[src/rtl/spc_pkg.sv]
// Constants for the switch source, multipurpose pin and pulse channel register group
package spc_pkg;
    localparam int ADDR_W = 7;
    localparam int DATA_W = 8;
    localparam logic [ADDR_W-1:0] ADDR_HIGH_SIDE_SOURCE_B = 7'h15;
    localparam logic [ADDR_W-1:0] ADDR_MULTIPURPOSE_PIN_CONFIG = 7'h17;
    localparam logic [ADDR_W-1:0] ADDR_PULSE_DUTY_ONE = 7'h18;
    localparam logic [ADDR_W-1:0] ADDR_PULSE_DUTY_TWO = 7'h19;
    localparam logic [ADDR_W-1:0] ADDR_PULSE_FREQUENCY_SELECT = 7'h1c;
    localparam logic [ADDR_W-1:0] ADDR_HOST_SCRATCH_BYTE = 7'h1e;
    localparam logic [DATA_W-1:0] RESET_VALUE = 8'h00;
    localparam logic [DATA_W-1:0] SOURCE_WRITE_MASK = 8'h77;
    localparam logic [DATA_W-1:0] FREQ_WRITE_MASK = 8'h05;
    localparam int SRC_W = 3;
    localparam int SRC_FOUR_LSB = 4;
    localparam int SRC_THREE_LSB = 0;
    localparam int PIN_ONE_LSB = 0;
    localparam int PIN_TWO_LSB = 3;
    localparam int FAIL_DUTY_LSB = 6;
    localparam int FREQ_ONE_BIT = 0;
    localparam int FREQ_TWO_BIT = 2;
    localparam logic [SRC_W-1:0] SRC_OFF = 3'h0;
    localparam logic [SRC_W-1:0] SRC_ON = 3'h1;
    localparam logic [SRC_W-1:0] SRC_TIMER_ONE = 3'h2;
    localparam logic [SRC_W-1:0] SRC_TIMER_TWO = 3'h3;
    localparam logic [SRC_W-1:0] SRC_PULSE_ONE = 3'h4;
    localparam logic [SRC_W-1:0] SRC_PULSE_TWO = 3'h5;
    localparam logic [SRC_W-1:0] PIN_OFF = 3'h4;
    localparam logic [SRC_W-1:0] PIN_WAKE = 3'h5;
    localparam logic [SRC_W-1:0] PIN_LOW_SIDE = 3'h6;
    localparam logic [SRC_W-1:0] PIN_HIGH_SIDE = 3'h7;
    localparam logic [1:0] FAIL_DUTY_20 = 2'h0;
    localparam logic [1:0] FAIL_DUTY_10 = 2'h1;
    localparam logic [1:0] FAIL_DUTY_5 = 2'h2;
    localparam logic [1:0] FAIL_DUTY_2P5 = 2'h3;
    localparam int CLK_HZ = 10000000;
    localparam int CLK_PERIOD_NS = 100;
    localparam int PULSE_STEPS = 255;
    localparam int PULSE_SLOW_HZ = 200;
    localparam int PULSE_FAST_HZ = 400;
    localparam int PRESCALE_SLOW = CLK_HZ / (PULSE_SLOW_HZ * PULSE_STEPS);
    localparam int PRESCALE_FAST = CLK_HZ / (PULSE_FAST_HZ * PULSE_STEPS);
    localparam int PRESCALE_W = 8;
    localparam int WAKE_FILTER_NS = 16000;
    localparam int WAKE_FILTER_CYC = (WAKE_FILTER_NS + CLK_PERIOD_NS - 1) / CLK_PERIOD_NS;
    localparam int WAKE_CNT_W = 8;
endpackage

[src/rtl/spc_pulse_channel.sv]
// One pulse-width channel: prescaler plus 255-step period counter
`timescale 1ns/10ps
`default_nettype none
module spc_pulse_channel #(
    parameter int STEPS = spc_pkg::PULSE_STEPS,
    parameter int PRE_SLOW = spc_pkg::PRESCALE_SLOW,
    parameter int PRE_FAST = spc_pkg::PRESCALE_FAST
) (
    input wire logic mclk_i,
    input wire logic rst_n_i,
    input wire logic en_i,
    input wire logic [spc_pkg::DATA_W-1:0] duty_i,
    input wire logic fast_i,
    output logic pulse_o
);
    import spc_pkg::*;
    logic [PRESCALE_W-1:0] pre_q, pre_d, pre_last;
    logic [DATA_W-1:0] step_q, step_d;
    logic pulse_d;

    always_comb begin
        pre_last = fast_i ? PRESCALE_W'(PRE_FAST - 1) : PRESCALE_W'(PRE_SLOW - 1);
        pre_d = pre_q;
        step_d = step_q;
        pulse_d = pulse_o;
        if (en_i) begin
            // Compare with >= so a frequency change mid-step cannot overrun
            if (pre_q >= pre_last) begin
                pre_d = '0;
                step_d = (step_q >= DATA_W'(STEPS - 1)) ? '0 : step_q + 8'h01;
            end else begin
                pre_d = pre_q + PRESCALE_W'(1);
            end
            // Step never reaches 255, so full code stays on and zero stays off
            pulse_d = step_q < duty_i;
        end
    end

    always_ff @(posedge mclk_i) begin
        if (!rst_n_i) begin
            pre_q <= '0;
            step_q <= '0;
            pulse_o <= 1'b0;
        end else begin
            pre_q <= pre_d;
            step_q <= step_d;
            pulse_o <= pulse_d;
        end
    end
endmodule
`default_nettype wire

[src/rtl/spc_switch_pwm_config_bank.sv]
// Switch source, multipurpose pin, pulse channel and scratch register group
`timescale 1ns/10ps
`default_nettype none
module spc_switch_pwm_config_bank (
    input wire logic mclk_i,
    input wire logic rst_n_i,
    input wire logic en_i,
    input wire logic soft_rst_i,
    input wire logic normal_mode_i,
    input wire logic wr_en_i,
    input wire logic rd_en_i,
    input wire logic [spc_pkg::ADDR_W-1:0] addr_i,
    input wire logic [spc_pkg::DATA_W-1:0] wdata_i,
    input wire logic fault_three_i,
    input wire logic fault_four_i,
    input wire logic timer_one_i,
    input wire logic timer_two_i,
    input wire logic second_fail_output_i,
    input wire logic third_fail_output_i,
    input wire logic pin_one_in_i,
    input wire logic pin_two_in_i,
    output logic [spc_pkg::DATA_W-1:0] rdata_o,
    output logic switch_three_on_o,
    output logic switch_four_on_o,
    output logic timer_one_assigned_o,
    output logic timer_two_assigned_o,
    output logic [1:0] fail_output_duty_o,
    output logic pin_one_fail_o,
    output logic pin_two_fail_o,
    output logic pin_one_low_side_o,
    output logic pin_two_low_side_o,
    output logic pin_one_high_side_o,
    output logic pin_two_high_side_o,
    output logic pin_one_wake_o,
    output logic pin_two_wake_o,
    output logic pulse_one_o,
    output logic pulse_two_o
);
    import spc_pkg::*;

    logic [DATA_W-1:0] src_q, src_d, pin_q, pin_d, duty_one_q, duty_one_d;
    logic [DATA_W-1:0] duty_two_q, duty_two_d, freq_q, freq_d, scratch_q, scratch_d;
    logic [DATA_W-1:0] rdata_d;
    logic wr_src, wr_pin, wr_d1, wr_d2, wr_freq, wr_scr;

    assign wr_src = wr_en_i && (addr_i == ADDR_HIGH_SIDE_SOURCE_B);
    assign wr_pin = wr_en_i && (addr_i == ADDR_MULTIPURPOSE_PIN_CONFIG);
    assign wr_d1 = wr_en_i && (addr_i == ADDR_PULSE_DUTY_ONE);
    assign wr_d2 = wr_en_i && (addr_i == ADDR_PULSE_DUTY_TWO);
    assign wr_freq = wr_en_i && (addr_i == ADDR_PULSE_FREQUENCY_SELECT);
    assign wr_scr = wr_en_i && (addr_i == ADDR_HOST_SCRATCH_BYTE) && normal_mode_i;

    // Configuration registers
    always_comb begin
        src_d = src_q;
        pin_d = pin_q;
        duty_one_d = duty_one_q;
        duty_two_d = duty_two_q;
        freq_d = freq_q;
        if (en_i) begin
            if (soft_rst_i) begin
                src_d = RESET_VALUE;
                pin_d = RESET_VALUE;
                duty_one_d = RESET_VALUE;
                duty_two_d = RESET_VALUE;
                freq_d = RESET_VALUE;
            end else begin
                if (wr_src) begin
                    src_d = wdata_i & SOURCE_WRITE_MASK;
                end
                if (wr_pin) begin
                    pin_d = wdata_i;
                end
                if (wr_d1) begin
                    duty_one_d = wdata_i;
                end
                if (wr_d2) begin
                    duty_two_d = wdata_i;
                end
                if (wr_freq) begin
                    freq_d = wdata_i & FREQ_WRITE_MASK;
                end
                // Protection beats a same-cycle host write so a faulted switch stays off
                if (fault_three_i) begin
                    src_d[SRC_THREE_LSB +: SRC_W] = SRC_OFF;
                end
                if (fault_four_i) begin
                    src_d[SRC_FOUR_LSB +: SRC_W] = SRC_OFF;
                end
            end
        end
    end

    always_ff @(posedge mclk_i) begin
        if (!rst_n_i) begin
            src_q <= RESET_VALUE;
            pin_q <= RESET_VALUE;
            duty_one_q <= RESET_VALUE;
            duty_two_q <= RESET_VALUE;
            freq_q <= RESET_VALUE;
        end else begin
            src_q <= src_d;
            pin_q <= pin_d;
            duty_one_q <= duty_one_d;
            duty_two_q <= duty_two_d;
            freq_q <= freq_d;
        end
    end

    // Scratch byte: power-on reset only, no internal reader
    always_comb begin
        scratch_d = scratch_q;
        if (en_i && wr_scr) begin
            scratch_d = wdata_i;
        end
    end

    always_ff @(posedge mclk_i) begin
        if (!rst_n_i) begin
            scratch_q <= RESET_VALUE;
        end else begin
            scratch_q <= scratch_d;
        end
    end

    // Read data, registered; unmapped addresses read zero
    always_comb begin
        rdata_d = rdata_o;
        if (en_i && rd_en_i) begin
            case (addr_i)
                ADDR_HIGH_SIDE_SOURCE_B: rdata_d = src_q & SOURCE_WRITE_MASK;
                ADDR_MULTIPURPOSE_PIN_CONFIG: rdata_d = pin_q;
                ADDR_PULSE_DUTY_ONE: rdata_d = duty_one_q;
                ADDR_PULSE_DUTY_TWO: rdata_d = duty_two_q;
                ADDR_PULSE_FREQUENCY_SELECT: rdata_d = freq_q & FREQ_WRITE_MASK;
                ADDR_HOST_SCRATCH_BYTE: rdata_d = normal_mode_i ? scratch_q : RESET_VALUE;
                default: rdata_d = RESET_VALUE;
            endcase
        end
    end

    always_ff @(posedge mclk_i) begin
        if (!rst_n_i) begin
            rdata_o <= RESET_VALUE;
        end else begin
            rdata_o <= rdata_d;
        end
    end

    // Pulse channels
    logic pulse_one_w, pulse_two_w;

    spc_pulse_channel u_pulse_one (
        .mclk_i(mclk_i),
        .rst_n_i(rst_n_i),
        .en_i(en_i),
        .duty_i(duty_one_q),
        .fast_i(freq_q[FREQ_ONE_BIT]),
        .pulse_o(pulse_one_w)
    );

    spc_pulse_channel u_pulse_two (
        .mclk_i(mclk_i),
        .rst_n_i(rst_n_i),
        .en_i(en_i),
        .duty_i(duty_two_q),
        .fast_i(freq_q[FREQ_TWO_BIT]),
        .pulse_o(pulse_two_w)
    );

    assign pulse_one_o = pulse_one_w;
    assign pulse_two_o = pulse_two_w;

    function automatic logic src_level(input logic [SRC_W-1:0] code, input logic t1, input logic t2,
                                       input logic p1, input logic p2);
        logic lvl;
        lvl = 1'b0;
        case (code)
            SRC_ON: lvl = 1'b1;
            SRC_TIMER_ONE: lvl = t1;
            SRC_TIMER_TWO: lvl = t2;
            SRC_PULSE_ONE: lvl = p1;
            SRC_PULSE_TWO: lvl = p2;
            default: lvl = 1'b0;
        endcase
        return lvl;
    endfunction

    // Switch drive and multipurpose pins
    logic [SRC_W-1:0] src3, src4, pin1, pin2;
    logic [WAKE_CNT_W-1:0] wcnt_q [2];
    logic [WAKE_CNT_W-1:0] wcnt_d [2];
    logic [1:0] wlvl_q, wlvl_d, pin_in, wake_en;
    logic sw3_d, sw4_d, t1a_d, t2a_d;
    logic [1:0] fduty_d;
    logic p1f_d, p2f_d, p1l_d, p2l_d, p1h_d, p2h_d, p1w_d, p2w_d;

    assign src3 = src_q[SRC_THREE_LSB +: SRC_W];
    assign src4 = src_q[SRC_FOUR_LSB +: SRC_W];
    assign pin1 = pin_q[PIN_ONE_LSB +: SRC_W];
    assign pin2 = pin_q[PIN_TWO_LSB +: SRC_W];
    assign pin_in = {pin_two_in_i, pin_one_in_i};
    assign wake_en = {pin2 == PIN_WAKE, pin1 == PIN_WAKE};

    always_comb begin
        sw3_d = switch_three_on_o;
        sw4_d = switch_four_on_o;
        t1a_d = timer_one_assigned_o;
        t2a_d = timer_two_assigned_o;
        fduty_d = fail_output_duty_o;
        p1f_d = pin_one_fail_o;
        p2f_d = pin_two_fail_o;
        p1l_d = pin_one_low_side_o;
        p2l_d = pin_two_low_side_o;
        p1h_d = pin_one_high_side_o;
        p2h_d = pin_two_high_side_o;
        p1w_d = pin_one_wake_o;
        p2w_d = pin_two_wake_o;
        wlvl_d = wlvl_q;
        wcnt_d = wcnt_q;
        if (en_i) begin
            sw3_d = src_level(src3, timer_one_i, timer_two_i, pulse_one_w, pulse_two_w);
            sw4_d = src_level(src4, timer_one_i, timer_two_i, pulse_one_w, pulse_two_w);
            // Timer block starts a timer only while some switch selects it
            t1a_d = (src3 == SRC_TIMER_ONE) || (src4 == SRC_TIMER_ONE);
            t2a_d = (src3 == SRC_TIMER_TWO) || (src4 == SRC_TIMER_TWO);
            fduty_d = pin_q[FAIL_DUTY_LSB +: 2];
            p1f_d = !pin1[2] && second_fail_output_i;
            p2f_d = !pin2[2] && third_fail_output_i;
            p1l_d = pin1 == PIN_LOW_SIDE;
            p2l_d = pin2 == PIN_LOW_SIDE;
            p1h_d = pin1 == PIN_HIGH_SIDE;
            p2h_d = pin2 == PIN_HIGH_SIDE;
            // Static filter: level taken only after it held for the full filter time
            for (int i = 0; i < 2; i++) begin
                if (!wake_en[i] || pin_in[i] == wlvl_q[i]) begin
                    wcnt_d[i] = '0;
                end else if (wcnt_q[i] >= WAKE_CNT_W'(WAKE_FILTER_CYC - 1)) begin
                    wcnt_d[i] = '0;
                    wlvl_d[i] = pin_in[i];
                end else begin
                    wcnt_d[i] = wcnt_q[i] + WAKE_CNT_W'(1);
                end
                if (!wake_en[i]) begin
                    wlvl_d[i] = 1'b0;
                end
            end
            p1w_d = wlvl_d[0];
            p2w_d = wlvl_d[1];
        end
    end

    always_ff @(posedge mclk_i) begin
        if (!rst_n_i) begin
            switch_three_on_o <= 1'b0;
            switch_four_on_o <= 1'b0;
            timer_one_assigned_o <= 1'b0;
            timer_two_assigned_o <= 1'b0;
            fail_output_duty_o <= FAIL_DUTY_20;
            pin_one_fail_o <= 1'b0;
            pin_two_fail_o <= 1'b0;
            pin_one_low_side_o <= 1'b0;
            pin_two_low_side_o <= 1'b0;
            pin_one_high_side_o <= 1'b0;
            pin_two_high_side_o <= 1'b0;
            pin_one_wake_o <= 1'b0;
            pin_two_wake_o <= 1'b0;
            wlvl_q <= 2'h0;
            wcnt_q[0] <= '0;
            wcnt_q[1] <= '0;
        end else begin
            switch_three_on_o <= sw3_d;
            switch_four_on_o <= sw4_d;
            timer_one_assigned_o <= t1a_d;
            timer_two_assigned_o <= t2a_d;
            fail_output_duty_o <= fduty_d;
            pin_one_fail_o <= p1f_d;
            pin_two_fail_o <= p2f_d;
            pin_one_low_side_o <= p1l_d;
            pin_two_low_side_o <= p2l_d;
            pin_one_high_side_o <= p1h_d;
            pin_two_high_side_o <= p2h_d;
            pin_one_wake_o <= p1w_d;
            pin_two_wake_o <= p2w_d;
            wlvl_q <= wlvl_d;
            wcnt_q <= wcnt_d;
        end
    end
endmodule
`default_nettype wire

[config.mk]
export PLATFORM = sky130hd
export DESIGN_NAME = spc_switch_pwm_config_bank
export DESIGN_NICKNAME = d
export VERILOG_FILES = /design/src/rtl/spc_pkg.sv /design/src/rtl/spc_pulse_channel.sv /design/src/rtl/spc_switch_pwm_config_bank.sv
export SDC_FILE = /design/constraint.sdc
export NUM_CORES = 1
export LEC_CHECK = 0
export ABC_AREA = 1
export BUFFER_PORTS_ARGS = -buffer_cell sky130_fd_sc_hd__buf_2
export CAP_MARGIN = 0
export CELL_PAD_IN_SITES_DETAIL_PLACEMENT = 1
export CELL_PAD_IN_SITES_GLOBAL_PLACEMENT = 1
export CORE_MARGIN = 3
export CORE_UTILIZATION = 43
export DETAILED_ROUTE_END_ITERATION = 10
export GPL_TIMING_DRIVEN = 0
export PLACE_DENSITY = 0.82
export SYNTH_ARGS = -nofsm -noshare
export SYNTH_HDL_FRONTEND = slang
export SYNTH_SLANG_ARGS = --single-unit
[constraint.sdc]
create_clock -name mclk_i -period 1.8 [get_ports mclk_i]
set_input_delay 0.09 -clock mclk_i [delete_from_list [all_inputs] [get_ports mclk_i]]
set_output_delay 0.09 -clock mclk_i [all_outputs]
set_load 0.02 [all_outputs]
==> results of run 1 <==
area by class of cell:
type	count	area, um2
Fill cell	1789	6440
Inverter	101	379
Multi-Input combinational cell	616	3400
Buffer	26	153
Clock buffer	10	239
Timing Repair Buffer	59	325
Sequential cell	112	2250
Tap cell	176	220
Clock inverter	6	48.8
worst max-delay path, cell delays in order, from the launching register on:
cell	delay [ns]
dfxtp_4	0.39
inv_1	0.08
ha_4	0.27
nand2_1	0.06
a21oi_2	0.13
nor2_2	0.06
buf_4	0.14
a21oi_4	0.25
nand2_1	0.11
a21oi_2	0.14
state kept, by name (all words and copies together) (netlist names), 2 cells and up:
signal,flops
duty_two_q,8
src_q,6
fail_output_duty_o,2
freq_q,2
u_pulse_one.step_q,8
u_pulse_two.step_q,8
u_pulse_one.pre_q,8
rdata_o,8
u_pulse_two.pre_q,8
scratch_q,8
pin_q,8
duty_one_q,8
wcnt_q,16
worst min-delay path by stage:
stage	startpoint	to	slack, ns
after floorplan	second_fail_output_i	pin_one_fail_o$_SDFFE_PN0P_	0.23
after global placement	third_fail_output_i	pin_two_fail_o$_SDFFE_PN0P_	0.33
after detailed placement	second_fail_output_i	pin_one_fail_o$_SDFFE_PN0P_	0.35
after CTS	wdata_i[6]	scratch_q[6]$_SDFFE_PN0P_	0.02
after global routing	wdata_i[2]	scratch_q[2]$_SDFFE_PN0P_	0.03
final	wdata_i[6]	scratch_q[6]$_SDFFE_PN0P_	0.03
metal layers:
| layer | vias up | wire [um] |
|---|---|---|
| met5 | - | 0 |
| met4 | 0 | 357 |
| met3 | 30 | 658 |
| met2 | 109 | 10400 |
| met1 | 2958 | 8380 |
| li1 | 2959 | - |
cell usage after synthesis (all sizes together) (3+ instances only):
cell and count:
o211ai 7, nor3b 4, ha 28, nand4 13, inv 99, dfxtp 112, nor3 14, nand3b 5
xor2 13, clkbuf 10, a21oi 86, nand3 68, and3 3, a211oi 8, buf 16, nor2 110
o21ai 75, nand2 172
what timing repair did:
| item | in CTS | in global routing |
|---|---|---|
| gates cloned | 0 | 2 |
| buffers inserted | 2 | 2 |
| resized for setup | 4 | 27 |
| endpoints found under the hold margin | 4 | 0 |
| hold buffers | 4 | 0 |
| endpoints found under the setup margin | 22 | 35 |
| pin swaps | 1 | 10 |
cells by family (layout without fill, tap and decap cells):
group	after synthesis	in the layout	share of synthesized area [%]
AOI/OAI and AO/OA	182	182	16.9
xor gates and xnor gates	14	14	2.03
adders and majority gates	28	28	5.81
buffers and inverters	127	202	8.82
DFF	112	112	37.2
and+or+nand+nor	390	392	29.2
where the power goes:
group          switching, mW  total, mW  internal (mW)
combinational          0.410      0.608          0.198
clock                  0.999       1.99          0.994
sequential            0.0879       2.65           2.56
total                   1.50       5.25           3.75
==> impl_metrics.toml, run 1 <==
[global_routing]
use_met1_pct = 29.3
grt_pass1_wl_mm = 31.7
grt_max_degree = 20
busiest_layer = "met2"
grt_use_met3_pct = 4.85
antenna_found_initial = 0
overflow = 0
first_global_vias = 6398
grt_use_met2_pct = 45.7
grt_usage_pct = 24.9

[die]
die-height_um = 124
initial_core_util_pct = 44.8
core_um2 = 13500
dieArea_um2 = 15500
rows = 42
die_w_um = 124
num_io_pins = 54

[logic_synthesis]
synth_nets = 911
synth_edf_count = 0
yosys_warnings = 0
ys_dominant_reg_cell = "dfxtp_1"
yosysSeqAreaShare_pct = 37.2
synth-seq-cells = 112
synth_cell_type_count = 36
synth_area_um2 = 6030
netlist_top_cells_area = "dfxtp_1 37%, nand2_1 9.8%, a21oi_1 7.0%, nor2_1 6.4%, inv_1 6.0%"
synth_top_area_share_pct = 37.2
async_reset_ff_share_pct = 0
netlist_instances = 853
avgSynthCellArea_um2 = 7.07
yosysTopAreaCell = "dfxtp_1"

[worst_hold_path]
hp-class = "in -> reg"
worstHoldPathCells = 3

[placed_design]
detailed_place_hpwl_mm = 14.6
gp_congestion = 0.869
post-place-cells = 1080
placed_area_um2 = 6500
dpl_worst_slack_ns = -0.162
port_buffers = 51

[detailed_routing]
wl_per_cell_um = 17.9
vias = 6056
first_pass_iters = 5
wl_mm = 19.8
antenna_left = 0
drc = 0
routed_via_density = 5.48
dr.first_iter.drc_count = 278

[sta]
report.final.slew_viol_count = 0
fin_crit_sh_pct = 94.4
tns_ns = 0
slew_headroom_pct = 45.1
fmax_mhz = 588
fin_skew_ns = 0.00711
hold_ws_ns = 0.0256
worst_slack_ns = 0.100
fin_crit_ns = 1.70
rsz0062_at_grt = "yes"
setup_viol = 0
worstMarginPinSlew_ns = 0.823
hold_violations = 0

[clock_tree]
cts.path.max_buffers = 2
path_clk_slew_ns = 0.07
htreeDepth = 3
cts.sinks = 112
cts_tree = "built"
numCtsBuffers = 9
clock_latency_ns = 0.37
cts_root_buffer = "clkbuf_16"

[critical_path]
startpoint = "freq_q[2]$_SDFFE_PN0P_"
r2r_cells = 9
crit_arrival_ns = 1.99
crit_end = "u_pulse_two.step_q[4]$_SDFFE_PN0P_"
r2r_start = "freq_q[2]$_SDFFE_PN0P_"
worstPathMaxFanout = 8
timing.reg2reg.setup_slack_ns = 0.10
cp-start-kind = "flop"
crit_required_ns = 2.09
path_class = "reg -> reg"
cp-end-kind = "flop"
r2r-end = "u_pulse_two.step_q[4]$_SDFFE_PN0P_"

[status]
status = "completed"

[cells_and_area]
design_area_um2 = 7010
nets = 983
diodes = 0
final_cell_mix = "155 x nand2_1, 110 x dfxtp_1, 97 x nor2_1"
mostFrequentLayoutCell = "nand2_1"
fin_cells = 1106
drive_above_1_share_pct = 15.5
fin_util_pct = 52.1
syn2layout_area_growth_pct = 16.3

[power]
irDropWorstVdd_mv = 0.593
total_power_mw = 5.25
leakage_nw = 3.04
power_density_nw_per_um2 = 749

[flow_run]
maxCapViolCount = 0
Power figures use the tool's default switching activity.
==> run 2, diff against run 1 <==
==> constraint.sdc (replaced) <==
create_clock -name mclk_i -period 1.9 [get_ports mclk_i]
set_input_delay 0.095 -clock mclk_i [delete_from_list [all_inputs] [get_ports mclk_i]]
set_output_delay 0.095 -clock mclk_i [all_outputs]
set_load 0.02 [all_outputs]
==> impl_metrics.toml, run 2 (synthesis results as in run 1) <==
[detailed_routing]
routed_via_density = 5.44
antenna_left = 0
dr.first_iter.drc_count = 358
first_pass_iters = 5
vias = 5997
wl_per_cell_um = 17.5
wl_mm = 19.3
drc = 0

[cells_and_area]
final_cell_mix = "158 x nand2_1, 110 x dfxtp_1, 102 x nor2_1"
mostFrequentLayoutCell = "nand2_1"
diodes = 0
fin_cells = 1103
nets = 980
largest_register_ffs = 16
max_flop_register = "wcnt_q"
drive_above_1_share_pct = 13.6
syn2layout_area_growth_pct = 13.9
design_area_um2 = 6870
fill_cells = 1806

[clock_tree]
clock_latency_ns = 0.37
cts_root_buffer = "clkbuf_16"
cts.sinks = 112
numCtsBuffers = 9
cts_tree = "built"
path_clk_slew_ns = 0.08
cts.path.max_buffers = 2
htreeDepth = 3

[power]
p_comb_share_pct = 11.3
leakage_nw = 3.01
internal_power_mw = 3.55
total_power_mw = 4.95
clkPwrFrac_pct = 38.0
p_sw_share_pct = 28.4
power_density_nw_per_um2 = 721
irDropWorstVdd_mv = 0.527
seqPwrFrac_pct = 50.7
p_sw_mw = 1.40

[global_routing]
grt_pass1_wl_mm = 31.6
overflow = 0
first_global_vias = 6375
antenna_found_initial = 0
grt_usage_pct = 24.9
grt_max_degree = 20

[sta]
fin_crit_sh_pct = 93.9
worstMarginPinSlew_ns = 0.824
rsz0062_at_grt = "yes"
tns_ns = 0
fmax_mhz = 560
fin_crit_ns = 1.78
fin_skew_ns = 0.00760
slew_headroom_pct = 45.1
worst_slack_ns = 0.115
setup_viol = 0
hold_violations = 0
report.final.slew_viol_count = 0

[critical_path]
crit_required_ns = 2.18
startpoint = "freq_q[2]$_SDFFE_PN0P_"
timing.reg2reg.setup_slack_ns = 0.12
r2r_start = "freq_q[2]$_SDFFE_PN0P_"
crit_arrival_ns = 2.07
path_class = "reg -> reg"
cp-end-kind = "flop"
cp-start-kind = "flop"
crit_end = "u_pulse_two.pre_q[5]$_SDFFE_PN0P_"
r2r_cells = 10
r2r-end = "u_pulse_two.pre_q[5]$_SDFFE_PN0P_"
cp_cell_sequence = "inv_1 -> ha_1 -> nand2_1 -> a21oi_1 -> nor2_2 -> nand2_1 -> nand2_4 -> nand2_4 -> clkbuf_2 -> nor3b_1"
crit_slowest_cell = "dfxtp_4"
worstPathMaxFanout = 7
cp_slowest_stage_delay_ns = 0.40

[flow_run]
maxCapViolCount = 0

[placed_design]
gp_congestion = 0.869
post-place-cells = 1080
detailed_place_hpwl_mm = 14.6
port_buffers = 51
dpl_worst_slack_ns = -0.0622
placed_area_um2 = 6500

[die]
die-height_um = 124
die_w_um = 124
initial_core_util_pct = 44.8
dieArea_um2 = 15500
rows = 42
num_io_pins = 54
core_um2 = 13500

[status]
status = "completed"

[worst_hold_path]
hp-class = "in -> reg"
-- run 2: metal layers --
metal / vias to the layer above / global-route usage (%) / wire [um]
met5: - / 0 / 0
met4: 0 / 7.29 / 420
met2: 102 / 45.4 / 9970
li1: 2952 / - / -
met3: 35 / 4.85 / 621
met1: 2908 / 29.4 / 8270
-- run 2: layout make-up --
| cell class | count | area (um2) | share of cell area, % |
|---|---|---|---|
| multi-input cells | 614 | 3270 | 47.6 |
| flip-flops and latches | 112 | 2250 | 32.7 |
| repair buffers | 58 | 310 | 4.52 |
| inverters | 101 | 379 | 5.52 |
| clock inverters | 6 | 48.8 | 0.710 |
| well taps | 176 | 220 | 3.21 |
| clock buffers | 10 | 239 | 3.48 |
| plain buffers | 26 | 153 | 2.22 |
-- run 2: through the flow --
step           utilization, %  hold slack [ns]
5_1_grt                  51.1           0.0255
2_1_floorplan               -            0.240
6_report                 51.1           0.0182
3_5_place_dp             48.3            0.356
3_3_place_gp             48.3            0.336
4_1_cts                  50.6          0.00185
-- run 2: timing repair --
item / in CTS / in global routing
setup buffers: 0 / 5
hold buffers: 2 / 0
endpoints found under the setup margin: 4 / 28
resized for setup: 1 / 6
endpoints found under the hold margin: 2 / 0
pin swaps: 0 / 3
-- run 2: power by group through the flow --
stage | Combinational [mW] | Clock [mW] | Sequential (mW)
floorplan | 0.314 | 0 | 2.56
global placement | 0.510 | 0 | 2.55
detailed placement | 0.543 | 0 | 2.56
CTS | 0.552 | 1.93 | 2.51
global route | 0.620 | 2.03 | 2.52
finish | 0.558 | 1.88 | 2.51
-- run 2: how the worst min path moves through the flow --
stage          cells past startpoint                  from  slack [ns]                           to
2_1_floorplan                      2  second_fail_output_i        0.24  pin_one_fail_o$_SDFFE_PN0P_
3_3_place_gp                       3   third_fail_output_i        0.34  pin_two_fail_o$_SDFFE_PN0P_
3_5_place_dp                       3  second_fail_output_i        0.36  pin_one_fail_o$_SDFFE_PN0P_
4_1_cts                            3          pin_two_in_i       0.002  pin_two_wake_o$_SDFFE_PN0P_
5_1_grt                            3          pin_two_in_i        0.03  pin_two_wake_o$_SDFFE_PN0P_
6_report                           3          pin_two_in_i        0.02  pin_two_wake_o$_SDFFE_PN0P_
-- run 2: critical path, delay by kind of cell (launching register included) --
family | cells | cell delay (ns)
AOI/OAI and AO/OA | 1 | 0.06
buffers and inverters | 2 | 0.23
adders and majority gates | 1 | 0.29
DFF | 1 | 0.40
and+or+nand+nor | 6 | 0.71
